**src/design/atc_cfg.svh**
```systemverilog
// register offsets, field positions, reset values and event bits of the threshold block
`ifndef ATC_CFG_SVH
`define ATC_CFG_SVH
`define ATC_IDX_LOW_LO 8'hD9
`define ATC_IDX_LOW_HI 8'hDA
`define ATC_IDX_HIGH_LO 8'hDB
`define ATC_IDX_HIGH_HI 8'hDC
`define ATC_IDX_STATUS_REF 8'hDD
`define ATC_IDX_SOURCE_CAP 8'hDF
`define ATC_IDX_AUX 8'hE8
`define ATC_IDX_CTRL 8'hF0
`define ATC_IDX_RESULT_LO 8'hF1
`define ATC_IDX_RESULT_HI 8'hF2
`define ATC_IDX_IRQ_STATUS 8'hF3
`define ATC_IDX_IRQ_MASK 8'hF4
`define ATC_RST_LIMIT 8'h00
`define ATC_RST_STATUS_REF 8'h00
`define ATC_RST_SOURCE_CAP 8'h0F
`define ATC_RST_AUX 8'h00
`define ATC_RST_CTRL 8'h00
`define ATC_RST_IRQ 8'h00
`define ATC_BIT_CCM 3
`define ATC_BIT_CPOL 6
`define ATC_BIT_EXTCAP 7
`define ATC_BIT_LEGACY 3
`define ATC_AUX_WMASK 8'h88
`define ATC_SRC_WMASK 8'h7F
`define ATC_STA_WMASK 8'hFF
`define ATC_CTRL_WMASK 8'h07
`define ATC_BIT_CONV_EN 0
`define ATC_BIT_TOUCH_EN 1
`define ATC_BIT_TRIG_SEL 2
`define ATC_EV_RESULT 0
`define ATC_EV_THRESH 1
`define ATC_EV_CONV_IRQ 2
`define ATC_EV_WIDTH 3
`endif

```
**src/design/atc_pkg.sv**
```systemverilog
// types shared by the threshold block
package atc_pkg;
	typedef enum logic [3:0] {
		ATC_REF_VDD = 4'h0,
		ATC_REF_EXT_PIN = 4'h1,
		ATC_REF_INT_1V8 = 4'h2,
		ATC_REF_INT_2V4 = 4'h3,
		ATC_REF_INT_3V0 = 4'h4,
		ATC_REF_INT_3V6 = 4'h5
	} atc_ref_t;
	typedef enum logic [1:0] {
		ATC_SRC_PORTS = 2'h0,
		ATC_SRC_INT_1V2 = 2'h1,
		ATC_SRC_GROUND = 2'h2,
		ATC_SRC_REFERENCE = 2'h3
	} atc_src_t;
	typedef enum logic [1:0] {
		ATC_BUS_IDLE = 2'b01,
		ATC_BUS_ANSWER = 2'b10
	} atc_bus_state_t;
endpackage

```
**src/design/atc_window_cmp.sv**
```systemverilog
// window comparator on a conversion result against two limits
`timescale 1ns/10ps
module atc_window_cmp #(
	parameter int DATA_W = 16
) (
	input wire logic core_clk,
	input wire logic reset_n,
	input wire logic [DATA_W-1:0] sample,
	input wire logic sample_valid,
	input wire logic [DATA_W-1:0] lower_limit,
	input wire logic [DATA_W-1:0] upper_limit,
	input wire logic inside_mode,
	output logic hit,
	output logic hit_valid
);
	logic in_window;
	logic out_window;
	assign in_window = (sample >= lower_limit) && (sample <= upper_limit);
	assign out_window = (sample <= lower_limit) || (sample >= upper_limit);

	// registered so the event is one clean pulse per completed result
	always_ff @(posedge core_clk)
	begin
		if (!reset_n)
		begin
			hit <= 1'b0;
			hit_valid <= 1'b0;
		end
		else
		begin
			hit_valid <= sample_valid;
			hit <= sample_valid && (inside_mode ? in_window : out_window);
		end
	end
endmodule // atc_window_cmp

```
**src/design/atc_threshold_ctrl.sv**
```systemverilog
// converter threshold, source, reference and auxiliary control registers
//////////////////////////////////////////////////////////////////////////////
// Notes on behaviour
// - reference code 01x selects external pin; 100..111 select 1.8/2.4/3.0/3.6 V.
// - polarity zero: event when result at or below lower, or at/above upper.
// - polarity one: event when result between lower and upper inclusive.
// - source 00 port masks, 01 internal 1.2 V, 10 ground, 11 reference.
// - extra capacitance field resets to all ones; code n adds 2n pF.
// - lower limit held in low and high byte registers, reset zero.
// - upper limit held likewise in two registers, reset zero.
// - with touch engine enabled the same limits feed touch thresholds.
// - auxiliary bit 7 enables touch reference external capacitor, reset zero.
// - auxiliary bit 3 selects compatible serial pin assignment.
// - status bit 3 enables continuous conversion mode.
// - trigger select one: converter interrupt from threshold, else each result.
//////////////////////////////////////////////////////////////////////////////
`timescale 1ns/10ps
`include "atc_cfg.svh"
module atc_threshold_ctrl #(
	parameter int RESULT_W = 16
) (
	input wire logic core_clk,
	input wire logic reset_n,
	input wire logic [7:0] address,
	input wire logic read,
	input wire logic write,
	input wire logic [31:0] writedata,
	input wire logic [3:0] byteenable,
	output logic [31:0] readdata,
	output logic waitrequest,
	output logic [1:0] response,
	input wire logic [RESULT_W-1:0] conv_result,
	input wire logic conv_done,
	output logic [RESULT_W-1:0] lower_limit,
	output logic [RESULT_W-1:0] upper_limit,
	output logic touch_limits_sel,
	output logic continuous_mode,
	output logic conv_enable,
	output logic [2:0] reference_code,
	output atc_pkg::atc_ref_t reference_sel,
	output atc_pkg::atc_src_t source_sel,
	output logic [7:0] port1_channel_mask,
	output logic [7:0] port2_channel_mask,
	output logic [3:0] extra_sampling_cap,
	output logic [4:0] extra_cap_pf,
	output logic touch_reference_extcap,
	output logic legacy_pin_option,
	output logic conv_irq,
	output logic irq
);
	//////////////////////////////////////////////////////////////////////////
	// register storage
	logic [7:0] low_lo;
	logic [7:0] low_hi;
	logic [7:0] high_lo;
	logic [7:0] high_hi;
	logic [7:0] status_ref;
	logic [7:0] source_cap;
	logic [7:0] aux;
	logic [7:0] ctrl;
	logic [RESULT_W-1:0] result;
	logic [`ATC_EV_WIDTH-1:0] irq_status;
	logic [`ATC_EV_WIDTH-1:0] irq_mask;
	logic [`ATC_EV_WIDTH-1:0] events;
	logic hit;
	logic hit_valid;
	atc_pkg::atc_bus_state_t bus_state;
	logic take_write;
	logic take_read;
	logic known;

	// one byte per word, low lane only
	function automatic logic [7:0] merge(input logic [7:0] old, input logic [7:0] mask);
		merge = (old & ~mask) | (writedata[7:0] & mask);
	endfunction

	function automatic logic mapped(input logic [7:0] a);
		mapped = (a == `ATC_IDX_LOW_LO) || (a == `ATC_IDX_LOW_HI) ||
			(a == `ATC_IDX_HIGH_LO) || (a == `ATC_IDX_HIGH_HI) ||
			(a == `ATC_IDX_STATUS_REF) || (a == `ATC_IDX_SOURCE_CAP) ||
			(a == `ATC_IDX_AUX) || (a == `ATC_IDX_CTRL) ||
			(a == `ATC_IDX_RESULT_LO) || (a == `ATC_IDX_RESULT_HI) ||
			(a == `ATC_IDX_IRQ_STATUS) || (a == `ATC_IDX_IRQ_MASK);
	endfunction

	//////////////////////////////////////////////////////////////////////////
	// avalon slave: one wait cycle, answer on the second edge
	assign known = mapped(address[7:0]);
	assign waitrequest = (read || write) && (bus_state == atc_pkg::ATC_BUS_IDLE);
	assign take_write = write && (bus_state == atc_pkg::ATC_BUS_ANSWER) && byteenable[0];
	assign take_read = read && (bus_state == atc_pkg::ATC_BUS_ANSWER);
	assign response = ((read || write) && !known) ? 2'h2 : 2'h0;

	always_ff @(posedge core_clk)
	begin
		if (!reset_n)
			bus_state <= atc_pkg::ATC_BUS_IDLE;
		else
		begin
			unique case (bus_state)
				atc_pkg::ATC_BUS_IDLE:
					if (read || write)
						bus_state <= atc_pkg::ATC_BUS_ANSWER;
				atc_pkg::ATC_BUS_ANSWER:
					bus_state <= atc_pkg::ATC_BUS_IDLE;
			endcase
		end
	end

	always_ff @(posedge core_clk)
	begin
		if (!reset_n)
			readdata <= 32'h0;
		else if ((read || write) && bus_state == atc_pkg::ATC_BUS_IDLE && read)
		begin
			unique case (address)
				`ATC_IDX_LOW_LO: readdata <= {24'h0, low_lo};
				`ATC_IDX_LOW_HI: readdata <= {24'h0, low_hi};
				`ATC_IDX_HIGH_LO: readdata <= {24'h0, high_lo};
				`ATC_IDX_HIGH_HI: readdata <= {24'h0, high_hi};
				`ATC_IDX_STATUS_REF: readdata <= {24'h0, status_ref};
				`ATC_IDX_SOURCE_CAP: readdata <= {24'h0, source_cap};
				`ATC_IDX_AUX: readdata <= {24'h0, aux};
				`ATC_IDX_CTRL: readdata <= {24'h0, ctrl};
				`ATC_IDX_RESULT_LO: readdata <= {24'h0, result[7:0]};
				`ATC_IDX_RESULT_HI: readdata <= {24'h0, result[15:8]};
				`ATC_IDX_IRQ_STATUS: readdata <= {29'h0, irq_status};
				`ATC_IDX_IRQ_MASK: readdata <= {29'h0, irq_mask};
				default: readdata <= 32'h0;
			endcase
		end
	end

	//////////////////////////////////////////////////////////////////////////
	// limit registers
	always_ff @(posedge core_clk)
	begin
		if (!reset_n)
		begin
			low_lo <= `ATC_RST_LIMIT;
			low_hi <= `ATC_RST_LIMIT;
			high_lo <= `ATC_RST_LIMIT;
			high_hi <= `ATC_RST_LIMIT;
		end
		else if (take_write)
		begin
			if (address == `ATC_IDX_LOW_LO)
				low_lo <= writedata[7:0];
			if (address == `ATC_IDX_LOW_HI)
				low_hi <= writedata[7:0];
			if (address == `ATC_IDX_HIGH_LO)
				high_lo <= writedata[7:0];
			if (address == `ATC_IDX_HIGH_HI)
				high_hi <= writedata[7:0];
		end
	end

	// unsigned high byte above low byte
	assign lower_limit = RESULT_W'({low_hi, low_lo});
	assign upper_limit = RESULT_W'({high_hi, high_lo});
	// same limits serve the touch engine when it is selected
	assign touch_limits_sel = ctrl[`ATC_BIT_TOUCH_EN];

	//////////////////////////////////////////////////////////////////////////
	// status/reference, source/capacitance, auxiliary, control
	always_ff @(posedge core_clk)
	begin
		if (!reset_n)
		begin
			status_ref <= `ATC_RST_STATUS_REF;
			source_cap <= `ATC_RST_SOURCE_CAP;
			aux <= `ATC_RST_AUX;
			ctrl <= `ATC_RST_CTRL;
		end
		else if (take_write)
		begin
			if (address == `ATC_IDX_STATUS_REF)
				status_ref <= merge(status_ref, `ATC_STA_WMASK);
			if (address == `ATC_IDX_SOURCE_CAP)
				source_cap <= merge(source_cap, `ATC_SRC_WMASK);
			// reserved bits stay zero whatever software writes
			if (address == `ATC_IDX_AUX)
				aux <= merge(aux, `ATC_AUX_WMASK);
			if (address == `ATC_IDX_CTRL)
				ctrl <= merge(ctrl, `ATC_CTRL_WMASK);
		end
	end

	assign continuous_mode = status_ref[`ATC_BIT_CCM];
	assign conv_enable = ctrl[`ATC_BIT_CONV_EN];
	assign reference_code = status_ref[2:0];
	assign touch_reference_extcap = aux[`ATC_BIT_EXTCAP];
	assign legacy_pin_option = aux[`ATC_BIT_LEGACY];
	assign extra_sampling_cap = source_cap[3:0];
	// code n adds 2n pF; zero inhibits
	assign extra_cap_pf = {extra_sampling_cap, 1'b0};
	assign source_sel = atc_pkg::atc_src_t'(source_cap[5:4]);
	// masks only matter in port mode; forced off otherwise so no pin leaks in
	assign port1_channel_mask = (source_sel == atc_pkg::ATC_SRC_PORTS) ? 8'hFF : 8'h00;
	assign port2_channel_mask = (source_sel == atc_pkg::ATC_SRC_PORTS) ? 8'hFF : 8'h00;

	always_comb
	begin
		unique casez (reference_code)
			3'b00?: reference_sel = atc_pkg::ATC_REF_VDD;
			3'b01?: reference_sel = atc_pkg::ATC_REF_EXT_PIN;
			3'b100: reference_sel = atc_pkg::ATC_REF_INT_1V8;
			3'b101: reference_sel = atc_pkg::ATC_REF_INT_2V4;
			3'b110: reference_sel = atc_pkg::ATC_REF_INT_3V0;
			3'b111: reference_sel = atc_pkg::ATC_REF_INT_3V6;
		endcase
	end

	//////////////////////////////////////////////////////////////////////////
	// result capture and window compare
	always_ff @(posedge core_clk)
	begin
		if (!reset_n)
			result <= '0;
		else if (conv_done)
			result <= conv_result;
	end

	atc_window_cmp #(
		.DATA_W(RESULT_W)
	) u_cmp (
		.core_clk(core_clk),
		.reset_n(reset_n),
		.sample(conv_result),
		.sample_valid(conv_done && conv_enable),
		.lower_limit(lower_limit),
		.upper_limit(upper_limit),
		.inside_mode(source_cap[`ATC_BIT_CPOL]),
		.hit(hit),
		.hit_valid(hit_valid)
	);

	//////////////////////////////////////////////////////////////////////////
	// interrupts: sticky, write one to clear, set beats clear
	always_comb
	begin
		events = '0;
		events[`ATC_EV_RESULT] = hit_valid;
		events[`ATC_EV_THRESH] = hit;
		events[`ATC_EV_CONV_IRQ] = ctrl[`ATC_BIT_TRIG_SEL] ? hit : hit_valid;
	end

	always_ff @(posedge core_clk)
	begin
		if (!reset_n)
		begin
			irq_status <= `ATC_EV_WIDTH'(`ATC_RST_IRQ);
			irq_mask <= `ATC_EV_WIDTH'(`ATC_RST_IRQ);
		end
		else
		begin
			if (take_write && address == `ATC_IDX_IRQ_STATUS)
				irq_status <= (irq_status & ~writedata[`ATC_EV_WIDTH-1:0]) | events;
			else
				irq_status <= irq_status | events;
			if (take_write && address == `ATC_IDX_IRQ_MASK)
				irq_mask <= writedata[`ATC_EV_WIDTH-1:0];
		end
	end

	assign conv_irq = irq_status[`ATC_EV_CONV_IRQ];
	assign irq = |(irq_status & irq_mask);
endmodule // atc_threshold_ctrl

```
**config.mk**
```make
export PLATFORM = sky130hd
export DESIGN_NAME = atc_threshold_ctrl
export DESIGN_NICKNAME = d
export VERILOG_FILES = /design/src/design/atc_pkg.sv /design/src/design/atc_window_cmp.sv /design/src/design/atc_threshold_ctrl.sv
export VERILOG_INCLUDE_DIRS = /design/src /design/src/design
export SDC_FILE = /design/constraint.sdc
export NUM_CORES = 1
export LEC_CHECK = 0
export ABC_AREA = 0
export BUFFER_PORTS_ARGS = -buffer_cell sky130_fd_sc_hd__buf_2
export CORE_ASPECT_RATIO = 1.75
export CORE_MARGIN = 4
export CORE_UTILIZATION = 52
export CTS_CLUSTER_DIAMETER = 40
export CTS_CLUSTER_SIZE = 40
export DETAILED_ROUTE_END_ITERATION = 10
export PLACE_DENSITY = 0.89
export SKIP_LAST_GASP = 1
export SYNTH_ARGS = -nofsm -noshare
export SYNTH_HDL_FRONTEND = slang
export SYNTH_HIERARCHICAL = 1
export SYNTH_SLANG_ARGS = --single-unit
```
**constraint.sdc**
```tcl
create_clock -name core_clk -period 2.1 [get_ports core_clk]
set_input_delay 0.21 -clock core_clk [delete_from_list [all_inputs] [get_ports core_clk]]
set_output_delay 0.21 -clock core_clk [all_outputs]
set_load 0.01 [all_outputs]
```
==> impl_metrics.env, run 1 <==
export IMPL_status="complete, no violations"
export IMPL_insertion_delay_ns=0.35
export IMPL_clock_root_buffer="clkbuf_16"
export IMPL_detail_route_wirelength_mm=17.0
export IMPL_final_area_um2=6310
export IMPL_routed_via_density=5.95
export IMPL_yosysSeqAreaShare_pct=30.9
export IMPL_synth_enable_flop_cells=0
export IMPL_io_buffers=118
export IMPL_pre_cts_ws_ns=0.135
export IMPL_critical_path_class="reg2reg"
export IMPL_arrival_ns=2.32
export IMPL_avgSynthCellArea_um2=9.10
export IMPL_p_leak_nw=2.58
export IMPL_numCtsBuffers=9
export IMPL_fin_setup_tns_ns=0
export IMPL_netlist_area_leader_share_pct=30.9
export IMPL_cts_max_path_buffers=2
export IMPL_setup_violations=0
export IMPL_num_vias=4972
export IMPL_antenna_left=0
export IMPL_synth_flop_cell="dfxtp_1"
export IMPL_fillCellCount=845
export IMPL_synth_commonest_cells="dfxtp_1 (86), mux2i_1 (77), nor2b_1 (60)"
export IMPL_synthArstFlopShare_pct=0
export IMPL_dpl_hpwl_mm=13.2
export IMPL_coreArea_um2=10400
export IMPL_end_kind="flip-flop"
export IMPL_final_layout_size_suffix_gt1_share_pct=26.1
export IMPL_fin_worst_skew_ns=0.00568
export IMPL_layout_min_cycle_time_ns=2.07
export IMPL_clock_sinks=86
export IMPL_avgRoutedWirePerCell_um=20.4
export IMPL_maxCapViolCount=0
export IMPL_cts_clk_slew_worst_paths_ns=0.06
export IMPL_synth_area_um2=5580
export IMPL_tightest_slew_ns=0.617
export IMPL_finalCritPeriodShare_pct=98.6
export IMPL_worstPathMaxFanout=4
export IMPL_fin_ws_ns=0.0286
export IMPL_hold_viol=0
export IMPL_placed_cell_area_um2=6000
export IMPL_first_iter_violations=456
export IMPL_r2r_slack_ns=0.03
export IMPL_synth_seq_cells=86
export IMPL_fp_dieH_um=145
export IMPL_nets=800
export IMPL_n_antenna_cell=0
export IMPL_initial_core_util_pct=53.8
export IMPL_die_area_um2=12500
export IMPL_drt_pass1_iterations=7
export IMPL_grt_pass1_vias=5077
export IMPL_rsz0062_at_grt="false"
export IMPL_max_freq_mhz=483
export IMPL_final_util_pct=60.9
export IMPL_yosysMostFrequentCell="dfxtp_1"
export IMPL_area_growth_pct=13.1
export IMPL_slew_headroom_pct=58.7
export IMPL_synth_cell_types=73
export IMPL_holdBufCountCts=0
export IMPL_yosys_warnings=6
export IMPL_antenna_found_initial=0
export IMPL_cts_setup_buffers=0
export IMPL_htreeDepth=3
export IMPL_peakVddDrop_mv=0.463
export IMPL_grt_overflow_total=0
export IMPL_die_width_um=86.3
export IMPL_critPathLaunchType="flip-flop"
export IMPL_cts_tree="yes"
export IMPL_gp_congestion=0.963
export IMPL_synth_top_cell_by_area="dfxtp_1"
export IMPL_cts_resized=0
export IMPL_grt_pass1_wl_mm=26.7
export IMPL_grt_start_max_net_pins=40
export IMPL_rows=49
export IMPL_hold_class="in2reg"
export IMPL_drc_errors=0
export IMPL_postSynthCellCount=613
export IMPL_grtUsageTotal_pct=27.5
export IMPL_yosys_top_cells_area="dfxtp_1 (31%), mux2i_1 (14%), buf_4 (7.9%), ha_1 (7.2%), nor2b_1 (6.7%)"
export IMPL_required_ns=2.35
export IMPL_pin_count=173
export IMPL_drv_slew=0
export IMPL_p_per_area_nw_per_um2=591
==> kinds of logic (layout without fill, tap and decap cells) <==
kind of cell	after synthesis	count (layout)	synth area share, %
buf+inv	121	190	12.6
fa+ha+maj	32	32	7.18
simple gates	199	199	21.8
compound gates	90	90	11.9
mux	84	84	15.6
flops	86	86	30.9
other cells	1	27	0.0672
==> final cells by class <==
cell class | count | area (um^2) | share of cell area [%]
multi-input combinational | 432 | 3250 | 51.5
sequential | 86 | 1720 | 27.3
timing repair buffer | 137 | 733 | 11.6
clock buffer | 13 | 260 | 4.13
tap | 127 | 159 | 2.52
inverter | 37 | 139 | 2.20
clock inverter | 3 | 42.5 | 0.675
==> metal layers <==
metal | up-vias | wire length (um) | global-route usage [%]
met4 | 0 | 1400 | 21.7
met2 | 314 | 8470 | 46.1
met3 | 104 | 1480 | 6.92
met1 | 2303 | 5700 | 28.4
met5 | - | 0 | 0
li1 | 2251 | - | -
==> cells in the final DEF, fill, tap and decap left out, drive strengths merged, types with 3 or more instances in the layout <==
master   count
nor3         7
o22ai        3
ha          32
nand2       45
nor2        29
o2bb2ai      3
a21oi       20
o21a         3
o21ai       11
a22o         6
mux2         5
buf        137
conb        27
nor2b       60
inv         37
nand3b       3
nand4        5
nand3       16
mux2i       77
nand2b       4
and2         9
and4         3
nand4b       3
a22oi        6
o211ai       3
and3         3
and4bb       5
a21boi       6
dfxtp       86
clkbuf      13
==> stage by stage <==
step                power, mW  hold WS [ns]  instances
floorplan                2.00         0.326        639
global placement         2.08         0.435        819
detailed placement       2.10         0.441        819
CTS                      3.72         0.125        835
global route             3.83         0.168        835
finish                   3.72         0.128        835
==> worst max-delay path: stages (launching register included) <==
cell       delay, ns
dfxtp_1         0.37
inv_1           0.09
ha_1            0.33
nand4_1         0.21
nor3_2          0.33
o2bb2ai_1       0.16
a311o_1         0.17
o22ai_1         0.09
a311oi_1        0.22
==> flip-flops by register name, indices dropped and copies added, names as in the netlist <==
| register | cells |
|---|---|
| result | 16 |
| high_hi | 8 |
| high_lo | 8 |
| low_hi | 8 |
| low_lo | 8 |
| readdata | 8 |
| status_ref | 8 |
| source_cap | 7 |
| ctrl | 3 |
| irq_mask | 3 |
| irq_status | 3 |
| aux | 2 |
| bus_state | 2 |
| u_cmp/hit | 1 |
| u_cmp/hit_valid | 1 |
==> report_power, final <==
group | total [mW] | internal [mW] | switching (mW)
Sequential | 1.67 | 1.65 | 0.0146
Combinational | 0.415 | 0.155 | 0.260
Clock | 1.64 | 0.986 | 0.656
Total | 3.72 | 2.79 | 0.930
==> worst paths after layout <==
| check | startpoint | cells past startpoint | to |
|---|---|---|---|
| min | conv_result[0] | 3 | result[0] |
| min reg2reg | readdata[3] | 2 | readdata[3] |
| max reg2reg | low_hi[7] | 8 | u_cmp/hit |
| max | low_hi[7] | 8 | u_cmp/hit |
Power figures use the tool's default switching activity.
==> run 2: changes to the inputs <==
--- a/config.mk
+++ b/config.mk
@@ -8,15 +8,16 @@
 export LEC_CHECK = 0
 export ABC_AREA = 0
 export BUFFER_PORTS_ARGS = -buffer_cell sky130_fd_sc_hd__buf_2
+export CELL_PAD_IN_SITES_DETAIL_PLACEMENT = 1
+export CELL_PAD_IN_SITES_GLOBAL_PLACEMENT = 1
 export CORE_ASPECT_RATIO = 1.75
 export CORE_MARGIN = 4
-export CORE_UTILIZATION = 52
+export CORE_UTILIZATION = 37
 export CTS_CLUSTER_DIAMETER = 40
 export CTS_CLUSTER_SIZE = 40
 export DETAILED_ROUTE_END_ITERATION = 10
-export PLACE_DENSITY = 0.89
+export PLACE_DENSITY = 0.88
 export SKIP_LAST_GASP = 1
 export SYNTH_ARGS = -nofsm -noshare
 export SYNTH_HDL_FRONTEND = slang
-export SYNTH_HIERARCHICAL = 1
 export SYNTH_SLANG_ARGS = --single-unit
==> impl_metrics.env, run 2 <==
export IMPL_yosys_warnings=0
export IMPL_fillCellCount=1709
export IMPL_yosys_top_cells_area="dfxtp_1 (33%), mux2i_1 (8.2%), ha_1 (7.6%), buf_4 (7.4%), nor2b_1 (6.4%)"
export IMPL_crit_end="u_cmp.hit"
export IMPL_synth_flop_cell="dfxtp_1"
export IMPL_critPathLaunch="low_hi[4]"
export IMPL_area_growth_pct=20.0
export IMPL_synth_top_cell_by_area="dfxtp_1"
export IMPL_setup_violations=0
export IMPL_postSynthCellCount=609
export IMPL_wl_met2_mm=10.2
export IMPL_p_leak_nw=2.75
export IMPL_clock_sinks=86
export IMPL_fin_worst_skew_ns=0.0112
export IMPL_yosysMostFrequentCell="dfxtp_1"
export IMPL_maxCapViolCount=0
export IMPL_grt_pass1_vias=5393
export IMPL_grt_start_max_net_pins=40
export IMPL_final_util_pct=45.4
export IMPL_insertion_delay_ns=0.36
export IMPL_hold_class="in2reg"
export IMPL_cts_setup_buffers=0
export IMPL_dp_cells=893
export IMPL_regMostFlops="result"
export IMPL_status="complete, no violations"
export IMPL_end_kind="flip-flop"
export IMPL_drv_slew=0
export IMPL_cts_max_path_buffers=2
export IMPL_peakVddDrop_mv=0.336
export IMPL_tightest_slew_ns=0.618
export IMPL_routed_via_density=5.59
export IMPL_arrival_ns=2.34
export IMPL_critical_path_class="reg2reg"
export IMPL_wl_met1_mm=6.72
export IMPL_pin_count=173
export IMPL_slew_headroom_pct=58.3
export IMPL_finalNonFillerCells=909
export IMPL_nets=824
export IMPL_clock_root_buffer="clkbuf_16"
export IMPL_layout_min_cycle_time_ns=2.03
export IMPL_synth_commonest_cells="dfxtp_1 (86), nand2_1 (56), nor2b_1 (54)"
export IMPL_avgSynthCellArea_um2=8.64
export IMPL_final_common_cell="buf_2"
export IMPL_htreeDepth=3
export IMPL_wl_met3_mm=1.25
export IMPL_mostFrequentLayoutCells="buf_2 (118), dfxtp_1 (86), nand2_1 (56)"
export IMPL_largest_reg_flops=16
export IMPL_synth_enable_flop_cells=0
export IMPL_regArea_um2=1720
export IMPL_synth_cell_types=55
export IMPL_max_freq_mhz=492
export IMPL_num_vias=5078
export IMPL_final_layout_size_suffix_gt1_share_pct=27.7
export IMPL_grt_overflow_total=0
export IMPL_multi_input_area_um2=2990
export IMPL_grtUsageTotal_pct=23.9
export IMPL_synth_area_um2=5260
export IMPL_io_buffers=118
export IMPL_rr_worst_depth=7
export IMPL_detail_route_wirelength_mm=19.7
export IMPL_n_antenna_cell=0
export IMPL_r2r_slack_ns=0.07
export IMPL_critPathLaunchType="flip-flop"
export IMPL_worstPathMaxFanout=3
export IMPL_netlist_area_leader_share_pct=32.7
export IMPL_reg2reg_from="low_hi[4]"
export IMPL_die_width_um=98.1
export IMPL_synthArstFlopShare_pct=0
export IMPL_first_iter_violations=277
export IMPL_required_ns=2.41
export IMPL_hold_viol=0
export IMPL_yosysSeqAreaShare_pct=32.7
export IMPL_drc_errors=0
export IMPL_dpl_hpwl_mm=15.5
export IMPL_gp_congestion=0.905
export IMPL_drt_pass1_iterations=4
export IMPL_numCtsBuffers=9
export IMPL_fp_dieH_um=166
export IMPL_dr_max_layer_used="met4"
export IMPL_grt_pass1_wl_mm=30.0
export IMPL_p_per_area_nw_per_um2=576
export IMPL_antenna_left=0
export IMPL_reg2reg_to="u_cmp.hit"
export IMPL_die_area_um2=16300
export IMPL_initial_core_util_pct=37.8
export IMPL_rows=57
export IMPL_cts_clk_slew_worst_paths_ns=0.07
export IMPL_coreArea_um2=13900
export IMPL_avgRoutedWirePerCell_um=21.7
export IMPL_finalCritPeriodShare_pct=96.8
export IMPL_synth_seq_cells=86
export IMPL_antenna_found_initial=0
export IMPL_cts_tree="yes"
==> run 2: cell count changes after synthesis, sizes merged, moves of 6 or more <==
cell,change
nor2,-16
mux2i,-34
nand2,+12
nand3,+29
buf,-7
and2,-6
nor2b,-6
a21boi,+26
a22oi,+7
==> run 2: worst min-delay path by stage <==
| stage | startpoint | endpoint | slack [ns] | cells past startpoint |
|---|---|---|---|---|
| floorplan | reset_n | bus_state[1] | 0.35 | 2 |
| CTS | conv_result[0] | result[0] | 0.15 | 3 |
| finish | conv_result[0] | result[0] | 0.15 | 3 |
| global route | conv_result[11] | result[11] | 0.18 | 3 |
| global placement | readdata[4] | readdata[4] | 0.46 | 2 |
| detailed placement | readdata[4] | readdata[4] | 0.46 | 2 |
==> run 2: stage by stage <==
stage	total power, mW	setup slack (ns)	instance area [um^2]	hold slack, ns	TNS (ns)
after floorplan	1.97	0.171	5360	0.351	0
after global placement	2.09	0.0567	6020	0.455	0
after detailed placement	2.11	-0.00952	6020	0.462	-0.00952
after CTS	3.65	0.0249	6310	0.150	0
after global routing	3.78	-0.0111	6310	0.181	-0.0111
final	3.64	0.0670	6310	0.150	0
==> run 2: metal layers <==
layer	track usage (%)	vias up
met5	0	-
met4	18.2	0
met3	4.75	79
met2	42.6	240
met1	23.8	2465
li1	-	2294
==> run 2: what timing repair did <==
| action | 4_1_cts | 5_1_grt |
|---|---|---|
| pin swaps | 0 | 2 |
| setup endpoints to repair | 1 | 1 |
| cloned | 0 | 0 |
| hold buffers | 0 | 0 |
| resized for setup | 1 | 3 |
==> run 2: kinds of logic after synthesis <==
| kind of cell | after synthesis | share of synthesized area, % |
|---|---|---|
| and+or+nand+nor | 205 | 20.4 |
| DFF | 86 | 32.7 |
| adders and majority gates | 32 | 7.61 |
| muxes | 54 | 11.4 |
| other | 1 | 0.0713 |
| AOI/OAI and AO/OA | 113 | 15.3 |
| buffers and inverters | 118 | 12.5 |
==> run 2: power breakdown <==
| group | switching (mW) | total, mW | internal, mW |
|---|---|---|---|
| Sequential | 0.0196 | 1.67 | 1.65 |
| Combinational | 0.249 | 0.408 | 0.159 |
| Clock | 0.747 | 1.56 | 0.812 |
| Total | 1.02 | 3.64 | 2.62 |
==> run 2: worst max-delay path: stages, from the launching register on <==
cell and delay (ns):
dfxtp_1 0.34, inv_1 0.05, ha_1 0.30, nand4_1 0.18, or4_4 0.60, a31oi_1 0.21, o22a_1 0.17, o211a_1 0.13
==> run 2: layout make-up <==
class	instances	share of cell area, %
Clock inverter	7	0.892
Clock buffer	9	3.57
Multi-Input combinational cell	431	47.4
Timing Repair Buffer	162	15.2
Inverter	37	2.20
Tap cell	177	3.51
Sequential cell	86	27.3
